File: config.mk
export PLATFORM = sky130hd
export DESIGN_NAME = plc_word_logic_and_error_unit
export DESIGN_NICKNAME = d
export VERILOG_FILES = /design/src/logic/plc_word_logic_pkg.sv /design/src/logic/plc_word_logic_and_error_unit.sv
export SDC_FILE = /design/constraint.sdc
export NUM_CORES = 1
export LEC_CHECK = 0
export BUFFER_PORTS_ARGS = -buffer_cell sky130_fd_sc_hd__clkbuf_2
export CAP_MARGIN = 20
export CORE_MARGIN = 2
export CORE_UTILIZATION = 51
export DETAILED_ROUTE_END_ITERATION = 16
export GPL_TIMING_DRIVEN = 0
export HOLD_SLACK_MARGIN = 0.15
export PLACE_DENSITY = 0.81
export SLEW_MARGIN = 25
export SYNTH_ARGS = -nofsm -noshare
export SYNTH_HDL_FRONTEND = slang
export SYNTH_SLANG_ARGS = --single-unit
File: constraint.sdc
create_clock -name clk_sys_in -period 2.75 [get_ports clk_sys_in]
set_input_delay 0.275 -clock clk_sys_in [delete_from_list [all_inputs] [get_ports clk_sys_in]]
set_output_delay 0.275 -clock clk_sys_in [all_outputs]
set_load 0.02 [all_outputs]
File: src/logic/plc_word_logic_pkg.sv
// Purpose: Shared constants for the word logic and error unit
// Assumes: 16-bit words, digit designation in nibbles
// Notes: Error codes are decimal figures stored in a 16-bit code register
package plc_word_logic_pkg;
  localparam int WORD_W = 16;
  localparam int DIGIT_W = 3;
  localparam int STEP_W = 16;
  localparam int NIBBLE_W = 4;
  localparam logic [WORD_W-1:0] WORD_ZERO = 16'h0000;
  localparam logic [WORD_W-1:0] ERR_NONE = 16'h0000;
  localparam logic [WORD_W-1:0] ERR_UNDECODABLE = 16'h000A;
  localparam logic [WORD_W-1:0] ERR_PARAMETER = 16'h000B;
  localparam logic [WORD_W-1:0] ERR_SCAN_OVERRUN = 16'h0016;
  localparam logic [WORD_W-1:0] ERR_MISSING_END = 16'h0018;
  localparam logic [DIGIT_W-1:0] DIGITS_FULL = 3'h4;
  localparam logic [STEP_W-1:0] STEP_ZERO = 16'h0000;
  localparam int WDT_LIMIT_DEFAULT = 200;

  typedef enum logic [2:0]
  {
    OP_NONE = 3'b000,
    OP_XNOR2 = 3'b001,
    OP_XNOR3 = 3'b010,
    OP_NEGATE = 3'b011,
    OP_BAD = 3'b111
  } op_sel_t;

  typedef enum logic [1:0]
  {
    ST_STOP = 2'b00,
    ST_RUN = 2'b01,
    ST_HALT = 2'b10
  } run_state_t;
endpackage : plc_word_logic_pkg

File: src/logic/plc_word_logic_and_error_unit.sv
// Purpose: Word XNOR / negate datapath with self-diagnostic error capture
// Assumes: One instruction presented per cycle, decoded upstream
// Notes: Results leave on a registered write port with a one-cycle strobe
// Function
// - Two-operand XNOR combines source and destination and writes the 16-bit result back.
// - Three-operand XNOR combines two sources and writes the 16-bit result to the destination.
// - Bits above the designated digit count (1 to 4 nibbles) of a bit operand read as zero.
// - Negate replaces the word with its two's complement.
// - An error during run records its code and step and raises the error indication.
// - An undecodable instruction records code 10 and stops.
// - A parameter check at power-on and stop-to-run failing records code 11 and stops.
// - A scan time above the watchdog limit at end of scan records code 22 and stops.
// - An end instruction read as another code records code 24 and stops.
`timescale 1ns/1ps
module plc_word_logic_and_error_unit #(
  parameter int WDT_LIMIT = plc_word_logic_pkg::WDT_LIMIT_DEFAULT
) (
  input wire logic clk_sys_in,
  input wire logic nrst_in,
  input wire logic run_req_in,
  input wire logic param_ok_in,
  input wire logic exec_cond_in,
  input wire logic pulse_form_in,
  input wire logic [2:0] op_sel_in,
  input wire logic [15:0] src_a_in,
  input wire logic [15:0] src_b_in,
  input wire logic [2:0] digits_a_in,
  input wire logic [2:0] digits_b_in,
  input wire logic [15:0] step_in,
  input wire logic end_of_scan_in,
  input wire logic end_misread_in,
  output logic [15:0] result_out,
  output logic result_we_out,
  output logic running_out,
  output logic [15:0] error_code_reg_out,
  output logic [15:0] error_step_reg_out,
  output logic error_flag_out
);
  plc_word_logic_pkg::run_state_t state_reg;
  plc_word_logic_pkg::run_state_t state_next;
  logic cond_prev_reg;
  logic [15:0] scan_cnt_reg;
  logic [15:0] a_masked;
  logic [15:0] b_masked;
  logic fire;
  logic [15:0] calc;
  logic is_run;
  logic enter_run;
  logic [15:0] err_code;
  logic err_hit;

  // Keep only the designated nibbles of an operand
  function automatic logic [15:0] digit_mask(input logic [15:0] w, input logic [2:0] d);
    logic [15:0] m;
    m = plc_word_logic_pkg::WORD_ZERO;
    for (int i = 0; i < plc_word_logic_pkg::WORD_W; i++)
    begin
      m[i] = ((i / plc_word_logic_pkg::NIBBLE_W) < int'(d));
    end
    return w & m;
  endfunction : digit_mask

  assign is_run = (state_reg == plc_word_logic_pkg::ST_RUN);
  // Only a stopped unit may start; a halted one must see the run request drop first
  assign enter_run = (state_reg == plc_word_logic_pkg::ST_STOP) && run_req_in && param_ok_in;
  assign running_out = is_run;

  // Operand masking
  assign a_masked = digit_mask(src_a_in, digits_a_in);
  assign b_masked = digit_mask(src_b_in, digits_b_in);

  // Plain form on level, pulse form on rising edge
  assign fire = is_run && exec_cond_in && (!pulse_form_in || !cond_prev_reg);

  // Datapath
  always_comb
  begin
    calc = plc_word_logic_pkg::WORD_ZERO;
    case (op_sel_in)
      plc_word_logic_pkg::OP_XNOR2: calc = ~(a_masked ^ b_masked);
      plc_word_logic_pkg::OP_XNOR3: calc = ~(a_masked ^ b_masked);
      plc_word_logic_pkg::OP_NEGATE: calc = 16'(~a_masked + 16'h0001);
      default: calc = plc_word_logic_pkg::WORD_ZERO;
    endcase
  end

  // Error detection: parameter check in stop first, then run errors with low code first
  always_comb
  begin
    err_hit = 1'b0;
    err_code = plc_word_logic_pkg::ERR_NONE;
    if ((state_reg == plc_word_logic_pkg::ST_STOP) && run_req_in && !param_ok_in)
    begin
      err_hit = 1'b1;
      err_code = plc_word_logic_pkg::ERR_PARAMETER;
    end
    else if (is_run && exec_cond_in && op_sel_in == plc_word_logic_pkg::OP_BAD)
    begin
      err_hit = 1'b1;
      err_code = plc_word_logic_pkg::ERR_UNDECODABLE;
    end
    else if (is_run && end_of_scan_in && scan_cnt_reg > 16'(WDT_LIMIT))
    begin
      err_hit = 1'b1;
      err_code = plc_word_logic_pkg::ERR_SCAN_OVERRUN;
    end
    else if (is_run && end_misread_in)
    begin
      err_hit = 1'b1;
      err_code = plc_word_logic_pkg::ERR_MISSING_END;
    end
  end

  // Run state machine
  always_comb
  begin
    state_next = state_reg;
    case (state_reg)
      plc_word_logic_pkg::ST_STOP:
      begin
        if (err_hit)
          state_next = plc_word_logic_pkg::ST_HALT;
        else if (enter_run)
          state_next = plc_word_logic_pkg::ST_RUN;
      end
      plc_word_logic_pkg::ST_RUN:
      begin
        if (err_hit || !run_req_in)
          state_next = (err_hit) ? plc_word_logic_pkg::ST_HALT : plc_word_logic_pkg::ST_STOP;
      end
      plc_word_logic_pkg::ST_HALT:
      begin
        if (!run_req_in)
          state_next = plc_word_logic_pkg::ST_STOP;
      end
      default: state_next = plc_word_logic_pkg::ST_STOP;
    endcase
  end

  // State register
  always_ff @(posedge clk_sys_in or negedge nrst_in)
  begin
    if (!nrst_in)
      state_reg <= plc_word_logic_pkg::ST_STOP;
    else
      state_reg <= state_next;
  end

  // Execution condition history
  always_ff @(posedge clk_sys_in or negedge nrst_in)
  begin
    if (!nrst_in)
      cond_prev_reg <= 1'b0;
    else
      cond_prev_reg <= exec_cond_in;
  end

  // Scan time counter, saturating
  always_ff @(posedge clk_sys_in or negedge nrst_in)
  begin
    if (!nrst_in)
      scan_cnt_reg <= plc_word_logic_pkg::WORD_ZERO;
    else if (!is_run || end_of_scan_in)
      scan_cnt_reg <= plc_word_logic_pkg::WORD_ZERO;
    else if (scan_cnt_reg != 16'hFFFF)
      scan_cnt_reg <= 16'(scan_cnt_reg + 16'h0001);
  end

  // Result write port
  always_ff @(posedge clk_sys_in or negedge nrst_in)
  begin
    if (!nrst_in)
    begin
      result_out <= plc_word_logic_pkg::WORD_ZERO;
      result_we_out <= 1'b0;
    end
    else
    begin
      result_we_out <= fire && (op_sel_in inside {plc_word_logic_pkg::OP_XNOR2,
        plc_word_logic_pkg::OP_XNOR3, plc_word_logic_pkg::OP_NEGATE}) && !err_hit;
      if (fire)
        result_out <= calc;
    end
  end

  // Error capture, first error held; a failed start attempt records afresh
  always_ff @(posedge clk_sys_in or negedge nrst_in)
  begin
    if (!nrst_in)
    begin
      error_code_reg_out <= plc_word_logic_pkg::ERR_NONE;
      error_step_reg_out <= plc_word_logic_pkg::STEP_ZERO;
      error_flag_out <= 1'b0;
    end
    else if (err_hit && (!error_flag_out || state_reg == plc_word_logic_pkg::ST_STOP))
    begin
      error_code_reg_out <= err_code;
      error_step_reg_out <= step_in;
      error_flag_out <= 1'b1;
    end
    else if (enter_run && !err_hit)
    begin
      error_code_reg_out <= plc_word_logic_pkg::ERR_NONE;
      error_step_reg_out <= plc_word_logic_pkg::STEP_ZERO;
      error_flag_out <= 1'b0;
    end
  end

  property p_xnor_result;
    @(posedge clk_sys_in) disable iff (!nrst_in)
    fire && !err_hit && op_sel_in == plc_word_logic_pkg::OP_XNOR3
    |=> result_we_out && result_out == ~($past(a_masked) ^ $past(b_masked));
  endproperty
  a_xnor_result: assert property (p_xnor_result) else $error("xnor result wrong");

  property p_xnor2_result;
    @(posedge clk_sys_in) disable iff (!nrst_in)
    fire && !err_hit && op_sel_in == plc_word_logic_pkg::OP_XNOR2
    |=> result_out == ~($past(a_masked) ^ $past(b_masked));
  endproperty
  a_xnor2_result: assert property (p_xnor2_result) else $error("xnor2 result wrong");

  property p_mask;
    @(posedge clk_sys_in) disable iff (!nrst_in)
    digits_a_in == 3'h1 |-> a_masked[15:4] == 12'h000;
  endproperty
  a_mask: assert property (p_mask) else $error("upper digits not zero");

  property p_negate;
    @(posedge clk_sys_in) disable iff (!nrst_in)
    fire && !err_hit && op_sel_in == plc_word_logic_pkg::OP_NEGATE
    |=> 16'(result_out + $past(a_masked)) == 16'h0000;
  endproperty
  a_negate: assert property (p_negate) else $error("negate wrong");

  property p_pulse_once;
    @(posedge clk_sys_in) disable iff (!nrst_in)
    pulse_form_in && $past(exec_cond_in) |-> !fire;
  endproperty
  a_pulse_once: assert property (p_pulse_once) else $error("pulse form repeated");

  property p_undecodable;
    @(posedge clk_sys_in) disable iff (!nrst_in)
    is_run && exec_cond_in && op_sel_in == plc_word_logic_pkg::OP_BAD && !error_flag_out
    |=> error_code_reg_out == plc_word_logic_pkg::ERR_UNDECODABLE && !running_out
      && error_step_reg_out == $past(step_in);
  endproperty
  a_undecodable: assert property (p_undecodable) else $error("code 10 not recorded");

  property p_param;
    @(posedge clk_sys_in) disable iff (!nrst_in)
    state_reg == plc_word_logic_pkg::ST_STOP && run_req_in && !param_ok_in
    |=> error_code_reg_out == plc_word_logic_pkg::ERR_PARAMETER && error_flag_out && !running_out;
  endproperty
  a_param: assert property (p_param) else $error("code 11 not recorded");

  property p_wdt;
    @(posedge clk_sys_in) disable iff (!nrst_in)
    err_hit && err_code == plc_word_logic_pkg::ERR_SCAN_OVERRUN && !error_flag_out
    |=> error_code_reg_out == plc_word_logic_pkg::ERR_SCAN_OVERRUN ##1 !running_out;
  endproperty
  a_wdt: assert property (p_wdt) else $error("code 22 not recorded");

  property p_missing_end;
    @(posedge clk_sys_in) disable iff (!nrst_in)
    err_hit && err_code == plc_word_logic_pkg::ERR_MISSING_END && !error_flag_out
    |=> error_code_reg_out == plc_word_logic_pkg::ERR_MISSING_END && !running_out;
  endproperty
  a_missing_end: assert property (p_missing_end) else $error("code 24 not recorded");

  property p_hold;
    @(posedge clk_sys_in) disable iff (!nrst_in)
    error_flag_out && !(state_reg == plc_word_logic_pkg::ST_STOP && run_req_in)
    |=> $stable(error_code_reg_out) && $stable(error_step_reg_out);
  endproperty
  a_hold: assert property (p_hold) else $error("error record changed");

  property p_flag;
    @(posedge clk_sys_in) disable iff (!nrst_in)
    $rose(error_flag_out) |-> error_code_reg_out != plc_word_logic_pkg::ERR_NONE && !running_out;
  endproperty
  a_flag: assert property (p_flag) else $error("flag without code");
endmodule : plc_word_logic_and_error_unit

# After elaboration in Yosys (flattened, before gate mapping)
# Cells that the tools add are included.
# W data, S select, Z words.
dict set report word_totals {
  regBits 69
  latchBits 0
  mem_bits_rw 0
  romBits 0
  n_memories 0
}
dict set report op_classes {
  addsub 2
  mul 0
  n_div 0
  order_cmp 9
  n_eq_ne 10
  shifts 0
  n_mux 22
  bitwise_logic 5
  reduce_logical 30
}
# op count
set ops {}
lappend ops {{$mux W16} 5}
lappend ops {{$add A16 B1 Y16 const B} 2}
lappend ops {{$and A16 B16 Y16} 2}
lappend ops {{$not A16 Y16} 2}
lappend ops {{$pmux W16 S2} 1}
lappend ops {{$mux W5} 4}
lappend ops {{$gt A16 B8 Y1 const B} 1}
lappend ops {{$ne A16 B16 Y1 const B} 1}
lappend ops {{$xor A16 B16 Y16} 1}
lappend ops {{$logic_and A1 B1 Y1} 13}
lappend ops {{$lt A1 B3 Y1 const A} 4}
lappend ops {{$lt A2 B3 Y1 const A} 4}
lappend ops {{$mux W2} 5}
lappend ops {{$logic_not A1 Y1} 7}
lappend ops {{$eq A3 B2 Y1 const B} 2}
lappend ops {{$mux W1} 6}
lappend ops {{$pmux W2 S3} 1}
lappend ops {{$logic_or A1 B1 Y1} 4}
lappend ops {{$reduce_bool A2 Y1} 2}
lappend ops {{$eq A3 B1 Y1 const B} 1}
lappend ops {{$eq A3 B3 Y1 const B} 1}
lappend ops {{$ne A3 B3 Y1 const B} 1}
lappend ops {{$reduce_and A3 Y1} 1}
lappend ops {{$reduce_bool A3 Y1} 1}
lappend ops {{6 further kinds} 6}

# Logic depth before layout (Yosys ltp)
# Gate-level depths: netlist (run 1).
dict set report logic_depth {
  word_depth 10
  mapped_depth 10
  mapped_depth_nobuf 8
}

# Worst setup path after synthesis (run 1)
# Ideal clock, no wire load.
dict set report synth_timing {
  kind {register -> register}
  startpoint {register scan_cnt_reg[11]}
  endpoint {register error_step_reg_out[10]}
  setup_ns 0.122
  t_arrival_ns 1.900
  required_time_ns 2.628
  path_slack_ns 0.728
  stages_incl_launch_ff 7
  period_less_slack_ns 2.022
  path_cell_list {dfrtp_1 or4_1 o311a_4 nand2b_4 buf_6 buf_6 a32o_1}
}
dict set report synth_via {
  elab_chain_len 8
  elab_cells_between_ends 10
  cone_classes {order compare (1); mux (4); reduce/logical (5)}
}
# item line
set synth_lines {}
lappend synth_lines {{start: declaration} plc_word_logic_and_error_unit.sv:42} ;# logic [15:0] scan_cnt_reg;
lappend synth_lines {{start signal: assignment} plc_word_logic_and_error_unit.sv:162} ;# scan_cnt_reg <= plc_word_logic_pkg::WORD_ZERO;
lappend synth_lines {{start signal: assignment} plc_word_logic_and_error_unit.sv:164} ;# scan_cnt_reg <= plc_word_logic_pkg::WORD_ZERO;
lappend synth_lines {{start signal: assignment} plc_word_logic_and_error_unit.sv:166} ;# scan_cnt_reg <= 16'(scan_cnt_reg + 16'h0001);
lappend synth_lines {{$gt A16 B8 Y1 (*)} plc_word_logic_and_error_unit.sv:102} ;# else if (is_run && end_of_scan_in && scan_cnt_reg > 16'(WDT_LIMIT))
lappend synth_lines {{$logic_and A1 B1 Y1 (*)} plc_word_logic_and_error_unit.sv:102}
lappend synth_lines {{$mux W1 (*)} plc_word_logic_and_error_unit.sv:102}
lappend synth_lines {{$mux W1 (*)} plc_word_logic_and_error_unit.sv:97} ;# else if (is_run && exec_cond_in && op_sel_in == plc_word_logic_pkg::OP_BAD)
lappend synth_lines {{$mux W1 (*)} plc_word_logic_and_error_unit.sv:92} ;# if ((state_reg == plc_word_logic_pkg::ST_STOP) && run_req_in && !param_ok_in)
lappend synth_lines {{$logic_not A1 Y1} plc_word_logic_and_error_unit.sv:201} ;# else if (enter_run && !err_hit)
lappend synth_lines {{$logic_and A1 B1 Y1} plc_word_logic_and_error_unit.sv:201}
lappend synth_lines {{$reduce_bool A2 Y1 (no line)} -}
lappend synth_lines {{end signal: assignment} plc_word_logic_and_error_unit.sv:192} ;# error_step_reg_out <= plc_word_logic_pkg::STEP_ZERO;
lappend synth_lines {{end signal: assignment} plc_word_logic_and_error_unit.sv:198} ;# error_step_reg_out <= step_in;
lappend synth_lines {{end signal: assignment} plc_word_logic_and_error_unit.sv:204} ;# error_step_reg_out <= plc_word_logic_pkg::STEP_ZERO;
lappend synth_lines {{end: declaration} plc_word_logic_and_error_unit.sv:36} ;# output logic [15:0] error_step_reg_out,
# Every way passes the cells marked *; elsewhere a longest branch is shown, timed or not.
# A chain may end at the register's enable or synchronous reset.

# Final worst setup path (run 1)
dict set report layout_timing {
  startpoint {register scan_cnt_reg[13]}
  endpoint {register scan_cnt_reg[15]}
}
dict set report layout_via {
  elab_chain_len 3
  elab_cells_between_ends 5
  cone_classes {add/sub (1); eq/ne (1); mux (2); reduce/logical (1)}
}
# item line
set layout_lines {}
lappend layout_lines {{$add A16 B1 Y16} plc_word_logic_and_error_unit.sv:166}
lappend layout_lines {{$mux W16} plc_word_logic_and_error_unit.sv:165} ;# else if (scan_cnt_reg != 16'hFFFF)
lappend layout_lines {{$mux W16} plc_word_logic_and_error_unit.sv:163} ;# else if (!is_run || end_of_scan_in)
# Parallel ways exist; a longest one is shown, timed or not. The select of a mux whose other input is x is not followed.

==> summary.md, run 1 <==
| Metric | Value |
|---|---|
| H-tree depth | 3 |
| Yosys top cell area share | 0.414 |
| CP endpoint kind | register |
| Layout cells sized above 1 | 0.291 |
| Dpl hpwl | 6680 um |
| Clk Latency, worst-skew pair | 0.34 ns |
| Congestion Overflow GR | 0 |
| Root buf cell | clkbuf_8 |
| Post-Route Setup TNS | 0 ns |
| DRT Wirelength | a little under 9000 um |
| Clk pin slew, worst setup/hold paths | 0.07 ns |
| Port Buf Inserts | 103 |
| Die Area | 0.00756 mm^2 |
| Area contributors post-synth | dfrtp_1 41%, nand2_1 6.2%, xnor2_1 5.0%, a32o_1 4.6%, o21ai_0 4.4% |
| Via count | 3393 |
| Final #Nets | 585 |
| EDFF count, synth | 0 |
| Hold Crit Class | primary input to register |
| Slew Viols, Final | 0 |
| R2r worst-path depth | 6 |
| Max-cap violations | 0 |
| CP startpoint kind | register |
| Upper clock frequency limit | about 450 MHz |
| Pleak | 2.10 nW |
| Remaining routing DRC violations | 0 |
| Vias in the first global route | 3103 |
| 1st-iter DRT viols | between 150 and 200 |
| Starting Density | 0.522 |
| Pre-antenna DRT Iters | 4 |
| GPL Wtd Cong | 0.850 |
| CTS tree | done |
| Largest net degree at the start of global routing | 38 |
| Ys flop type | dfrtp_1 |
| Unique masters post-synth | 59 |
| Final Cycle Share | 0.807 |
| Overall routing resource usage | 0.239 |
| PD cells | 767 mW/mm^2 |
| Die Wd | 86.9 um |
| Peak supply drop | 0.000368 V |
| Vias/cell | 5.64 |
| RSZ-0062 raised after global routing | false |
| Core region area | 0.00672 mm^2 |
| Final Hold Viols | 0 |
| Slew Limit Headroom | 0.563 |
| Clock Sinks | between 50 and 60 |
| Sequential fraction of the synthesis area | 0.414 |
| Syn-to-layout area delta | 26.4% |
| Setup-failing EPs final | 0 |
| # IOs | about 120 |
| FF+latch count, synth | between 50 and 60 |
| Yosys warning count | 0 |
| Post-synthesis cell area | 0.00351 mm^2 |
| CTS buffer count | 9 |
| Most frequent cells in the layout | 102 x clkbuf_2, 58 x nand2_1, 58 x dfrtp_1 |
| Crit-path max FO | 5 |
| Die height | 86.9 um |
| Row cnt | 30 |
| First-pass GRT wire length | 14300 um |
| Hold Crit Depth | 2 |
| Min Tclk post-route | about 2.2 ns |
| CTS Buffer Depth | 2 |
| Most common cell after layout, fill and taps aside | clkbuf_2 |
| Synthesized instance count | 390 |
| Mean post-synth cell area | 9.00 um^2 |
| Synth area leader | dfrtp_1 |
| Slew @ Worst Pin | 0.654 ns |
| WP data required | 3.00 ns |
| Wire length per cell | 14.6 um |
| Final Core Density | 0.660 |
| DRT antenna net count | 0 |
| Fin Clk Skew | 0.0101 ns |
| Antenna cell count | 0 |
| Share of flip-flops with an asynchronous set or reset | 1.00 |
| CP arrival | roughly 2.5 ns |
| Status | finished, final reports clean |
| Post-CTS setup repair buffer count | 0 |
| Initial antenna violation count | 0 |
| Crit Path Class | register to register |
[cell families (layout without fill, tap and decap cells)]
| family | Yosys count | in the layout | share of synthesized area |
|---|---|---|---|
| simple gates | 168 | 168 | 0.241 |
| xor+xnor | 28 | 28 | 0.0699 |
| flops | 58 | 58 | 0.414 |
| compound gates | 100 | 100 | 0.205 |
| buf+inv | 31 | 153 | 0.0549 |
| fa+ha+maj | 3 | 3 | 0.0107 |
| mux | 1 | 1 | 0.00285 |
| other cells | 1 | 11 | 0.00107 |
[per-layer routing]
layer,vias to the layer above,GRT usage,share of wire
met5,-,0,0
met4,0,0.105,0.012
met3,13,0.0427,0.067
met2,137,0.384,0.49
met1,1598,0.317,0.43
li1,1645,-,-
[metrics by stage]
stage | hold WS, ns | setup WS, ns | total power, mW | cells | area [um^2]
after floorplan | -0.0206 | 0.728 | 2.06 | 400 | 3550
after detailed placement | 0.226 | 0.409 | 2.51 | 584 | 4180
final | 0.179 | 0.530 | 3.40 | 602 | 4430
after CTS | 0.168 | 0.545 | 3.42 | 602 | 4430
after global routing | 0.208 | 0.378 | 3.58 | 602 | 4430
after global placement | 0.437 | 0.432 | 2.48 | 583 | 4160
[timing repair]
action                                 in CTS  in global routing
gates resized for setup                     0                  0
hold buffers                                2                  0
setup endpoints to repair                   0                  0
endpoints found under the hold margin      22                  0
[synthesized netlist by cell type (2+ instances only)]
master    count
nor4b_1       2
and4_1        3
buf_6         4
a32oi_1       2
and3_1        5
inv_1         5
o21ai_0      31
dfrtp_1      58
nand2_1      58
xnor2_1      20
a22oi_1       7
a31o_2        2
ha_1          3
xor2_1        8
nor2_1       35
nand2b_1      2
o22ai_1       3
or3_1         2
a32o_1       16
or2_2         3
and2_1       18
nor3_1        7
nand4_1       2
a221oi_1      2
nand3_1      12
a31oi_1       7
a21oi_1      15
or4_1         2
nor4_1        3
buf_4        12
nor2b_1       5
clkbuf_1      9
[worst paths after layout]
kind,start,end,slack (ns)
worst max-delay path,scan_cnt_reg[13]$_DFFE_PN0P_,scan_cnt_reg[15]$_DFFE_PN0P_,0.53
worst min-delay path,op_sel_in[2],result_we_out$_DFF_PN0_,0.18
worst max register to register,scan_cnt_reg[13]$_DFFE_PN0P_,scan_cnt_reg[15]$_DFFE_PN0P_,0.53
worst min register to register,result_out[3]$_DFFE_PN0P_,result_out[3]$_DFFE_PN0P_,0.48
max in group asynchronous,nrst_in,result_out[12]$_DFFE_PN0P_,1.85
min in group asynchronous,nrst_in,scan_cnt_reg[1]$_DFFE_PN0P_,0.40
[final cells by class]
| cell class | count | area [um^2] |
|---|---|---|
| Buffer | 26 | 174 |
| Clock buffer | 12 | 155 |
| Clock inverter | 4 | 73.8 |
| Fill cell | 550 | 2290 |
| Inverter | 5 | 18.8 |
| Multi-Input combinational cell | 311 | 1900 |
| Sequential cell | 58 | 1450 |
| Tap cell | 80 | 100 |
| Timing Repair Buffer | 106 | 558 |
[critical path, stage by stage (launching register included)]
cell	delay, ns
dfrtp_1	0.43
and4_1	0.27
and3_2	0.26
a311oi_2	0.43
nand3_1	0.21
or3_1	0.35
a21oi_1	0.18
[report_power, final]
part	leakage (nW)	internal, mW	switching, mW
Combinational	1.22	0.491	0.758
Clock	0.117	0.560	0.351
Sequential	0.765	1.10	0.143
Total	2.10	2.15	1.25
Note: power is estimated with default switching activity, not from simulation.
==> run 2: changes to the inputs <==
--- a/config.mk
+++ b/config.mk
@@ -8,11 +8,11 @@
 export BUFFER_PORTS_ARGS = -buffer_cell sky130_fd_sc_hd__clkbuf_2
 export CAP_MARGIN = 20
 export CORE_MARGIN = 2
-export CORE_UTILIZATION = 51
+export CORE_UTILIZATION = 46
 export DETAILED_ROUTE_END_ITERATION = 16
 export GPL_TIMING_DRIVEN = 0
 export HOLD_SLACK_MARGIN = 0.15
-export PLACE_DENSITY = 0.81
+export PLACE_DENSITY = 0.77
 export SLEW_MARGIN = 25
 export SYNTH_ARGS = -nofsm -noshare
 export SYNTH_HDL_FRONTEND = slang
==> constraint.sdc (replaced) <==
create_clock -name clk_sys_in -period 1.9 [get_ports clk_sys_in]
set_input_delay 0.19 -clock clk_sys_in [delete_from_list [all_inputs] [get_ports clk_sys_in]]
set_output_delay 0.19 -clock clk_sys_in [all_outputs]
set_load 0.02 [all_outputs]
==> run 2 against run 1 <==
  * The flow now finishes with violations (negative setup slack)
  * Count of clock-buffer cells in the layout fell by 3
  * Clock power rose by 58%
  * Non-clock buffer count rose by 23
  * Sequential share of layout area fell by 2.4 points
  * Via count rose by 3.7%
  * Register-to-register slack got worse by 0.68 ns
  * Total power rose by 53%
  * Largest cell class unchanged
  * Largest power group unchanged
  * Highest routed layer unchanged
==> summary.md, run 2 (same netlist as run 1, synthesis figures left out) <==
| Metric | Value |
|---|---|
| Status | finished with violations |
| Failing checks | negative setup slack |
| Final #Nets | 608 (+3.9%) |
| Vias in the first global route | 3195 (+3.0%) |
| RSZ-0062 raised after global routing | true |
| Worst hold margin | 0.163 ns (-0.0156 ns) |
| Dpl hpwl | 6820 um (+2.2%) |
| Die Wd | 91.3 um (+5.0%) |
| Overall routing resource usage | 0.230 (-0.00992) |
| Initial antenna violation count | 0 (unchanged) |
| Via count | 3518 (+3.7%) |
| CP startpoint kind | register |
| # IOs | 116 (unchanged) |
| Root buf cell | clkbuf_8 |
| Post-route non-filler standard cell count | 644 (+7.0%) |
| Largest net degree at the start of global routing | 39 (+2.6%) |
| Die height | 91.3 um (+5.0%) |
| Max-cap violations | 0 (unchanged) |
| Row cnt | 31 (+3.3%) |
| Peak supply drop | 0.000667 V (+81%) |
| Final Hold Viols | 0 (unchanged) |
| DRT antenna net count | 0 (unchanged) |
| Most common cell after layout, fill and taps aside | clkbuf_2 |
| Syn-to-layout area delta | 36.7% |
| Post-Route Setup TNS | -2.23 ns (-2.23 ns) |
| Clk pin slew, worst setup/hold paths | 0.08 ns (about the same) |
| Final Core Density | 0.654 (-0.00574) |
| CTS tree | done |
| Max stage delay on crit path | 0.54 ns (+0.11 ns) |
| R2r worst-path depth | 5 (-1) |
| Critical path's slowest cell | or4_4 |
| Die Area | 0.00834 mm^2 (+10%) |
| Cell area after layout | 0.00479 mm^2 (+8.2%) |
| Core region area | 0.00733 mm^2 (+9.1%) |
| Antenna cell count | 0 (unchanged) |
| DRT Wirelength | 9970 um (+14%) |
| First-pass GRT wire length | 15400 um (+7.6%) |
| Area after DPL | 0.00421 mm^2 (+0.57%) |
| Hold Crit Class | primary input to register |
| Hold Crit Depth | 3 (+1) |
| CTS buffer count | 9 (unchanged) |
| Starting Density | 0.479 (-0.0436) |
| Congestion Overflow GR | 0 (unchanged) |
| Crit Path Class | register to register |
| CP endpoint kind | register |
| Pleak | 2.24 nW (+6.9%) |
| CP arrival | 2.29 ns (-0.18 ns) |
| Final Cycle Share | 1.08 (+0.272) |
| Crit-path max FO | 8 (+3) |
| Slew @ Worst Pin | 0.561 ns (-0.0931 ns) |
| Pre-antenna DRT Iters | 5 (+1) |
| Slew Viols, Final | 0 (unchanged) |
| Final Worst Setup Slack | -0.150 ns (-0.680 ns) |
| Clk Latency, worst-skew pair | 0.35 ns (about the same) |
| CP cell instances | or4_4, o311a_4, nand2b_4, buf_6, a32o_1 |
| WP data required | 2.14 ns (-0.86 ns) |
| WP buf/inv | 1 (+1) |
| Fin Clk Skew | 0.00901 ns (-0.00109 ns) |
| Setup-failing EPs final | 21 (+21) |
| Placed insts | 603 (+3.3%) |
| CTS Buffer Depth | 2 (unchanged) |
| 1st-iter DRT viols | 199 (+16%) |
| CP delay by family, top | simple AND/OR/NAND/NOR gates |
| Remaining routing DRC violations | 0 (unchanged) |
| GPL Wtd Cong | 0.871 (+2.5%) |
| Upper clock frequency limit | 488 MHz (+8.3%) |
| H-tree depth | 3 (unchanged) |
| Port Buf Inserts | 103 (unchanged) |
| PD cells | 1090 mW/mm^2 (+42%) |
| Most frequent cells in the layout | 102 x clkbuf_2, 58 x nand2_1, 57 x dfrtp_1 |
| Layout cells sized above 1 | 0.349 (+0.0574) |
| Slew Limit Headroom | 0.625 (+0.0623) |
| Min Tclk post-route | 2.05 ns (-0.170 ns) |
| Vias/cell | 5.46 (-3.1%) |
| Fillers | 594 (+8.0%) |
| Crit. path cell count | 5 (-1) |
| Wire length per cell | 15.5 um (+6.2%) |
| Clock Sinks | 58 (unchanged) |
-- run 2: routing by layer --
metal	up-vias	track usage	routed length, um
met2	138	0.388	5140
met5	-	0	0
met1	1685	0.295	4120
met3	10	0.0473	613
li1	1685	-	-
met4	0	0.0732	91
-- run 2: area by class of cell --
cell class	count	area (um^2)	share of cell area
multi-input combinational	311	2000	0.418
sequential	58	1450	0.303
timing repair buffer	131	786	0.164
buffer	24	161	0.0337
clock inverter	7	125	0.0261
clock buffer	9	124	0.0258
tap	99	124	0.0258
inverter	5	18.8	0.00391
-- run 2: repair_timing --
action	4_1_cts	5_1_grt
setup endpoints to repair	24	35
hold buffers	7	0
gates resized for setup	12	19
cloned	1	1
buffers inserted	10	8
pin swaps	9	9
hold endpoints to repair	62	0
-- run 2: worst paths after layout --
check / startpoint / slack [ns] / to
setup reg to reg: scan_cnt_reg[12]$_DFFE_PN0P_ / -0.15 / error_step_reg_out[0]$_DFFE_PN0P_
setup / recovery: scan_cnt_reg[12]$_DFFE_PN0P_ / -0.15 / error_step_reg_out[0]$_DFFE_PN0P_
hold / removal: step_in[14] / 0.16 / error_step_reg_out[14]$_DFFE_PN0P_
min in group asynchronous: nrst_in / 0.30 / result_out[1]$_DFFE_PN0P_
hold reg to reg: result_out[3]$_DFFE_PN0P_ / 0.48 / result_out[3]$_DFFE_PN0P_
max in group asynchronous: nrst_in / 1.10 / result_out[12]$_DFFE_PN0P_
-- run 2: tightest hold or removal path: stages --
cell and delay (ns):
clkbuf_2 0.07, and2_1 0.11, a32o_1 0.11
-- run 2: metrics by stage --
stage / total power [mW] / setup WS [ns]
2_1_floorplan: 2.98 / -0.0949
5_1_grt: 5.47 / -0.171
4_1_cts: 5.16 / -0.111
3_3_place_gp: 3.60 / -0.338
6_report: 5.21 / -0.150
3_5_place_dp: 3.65 / -0.378
-- run 2: power by group --
group          switching (mW)  internal, mW  total (mW)
Sequential              0.234          1.59        1.83
Clock                   0.559         0.884        1.44
Combinational            1.16         0.788        1.94
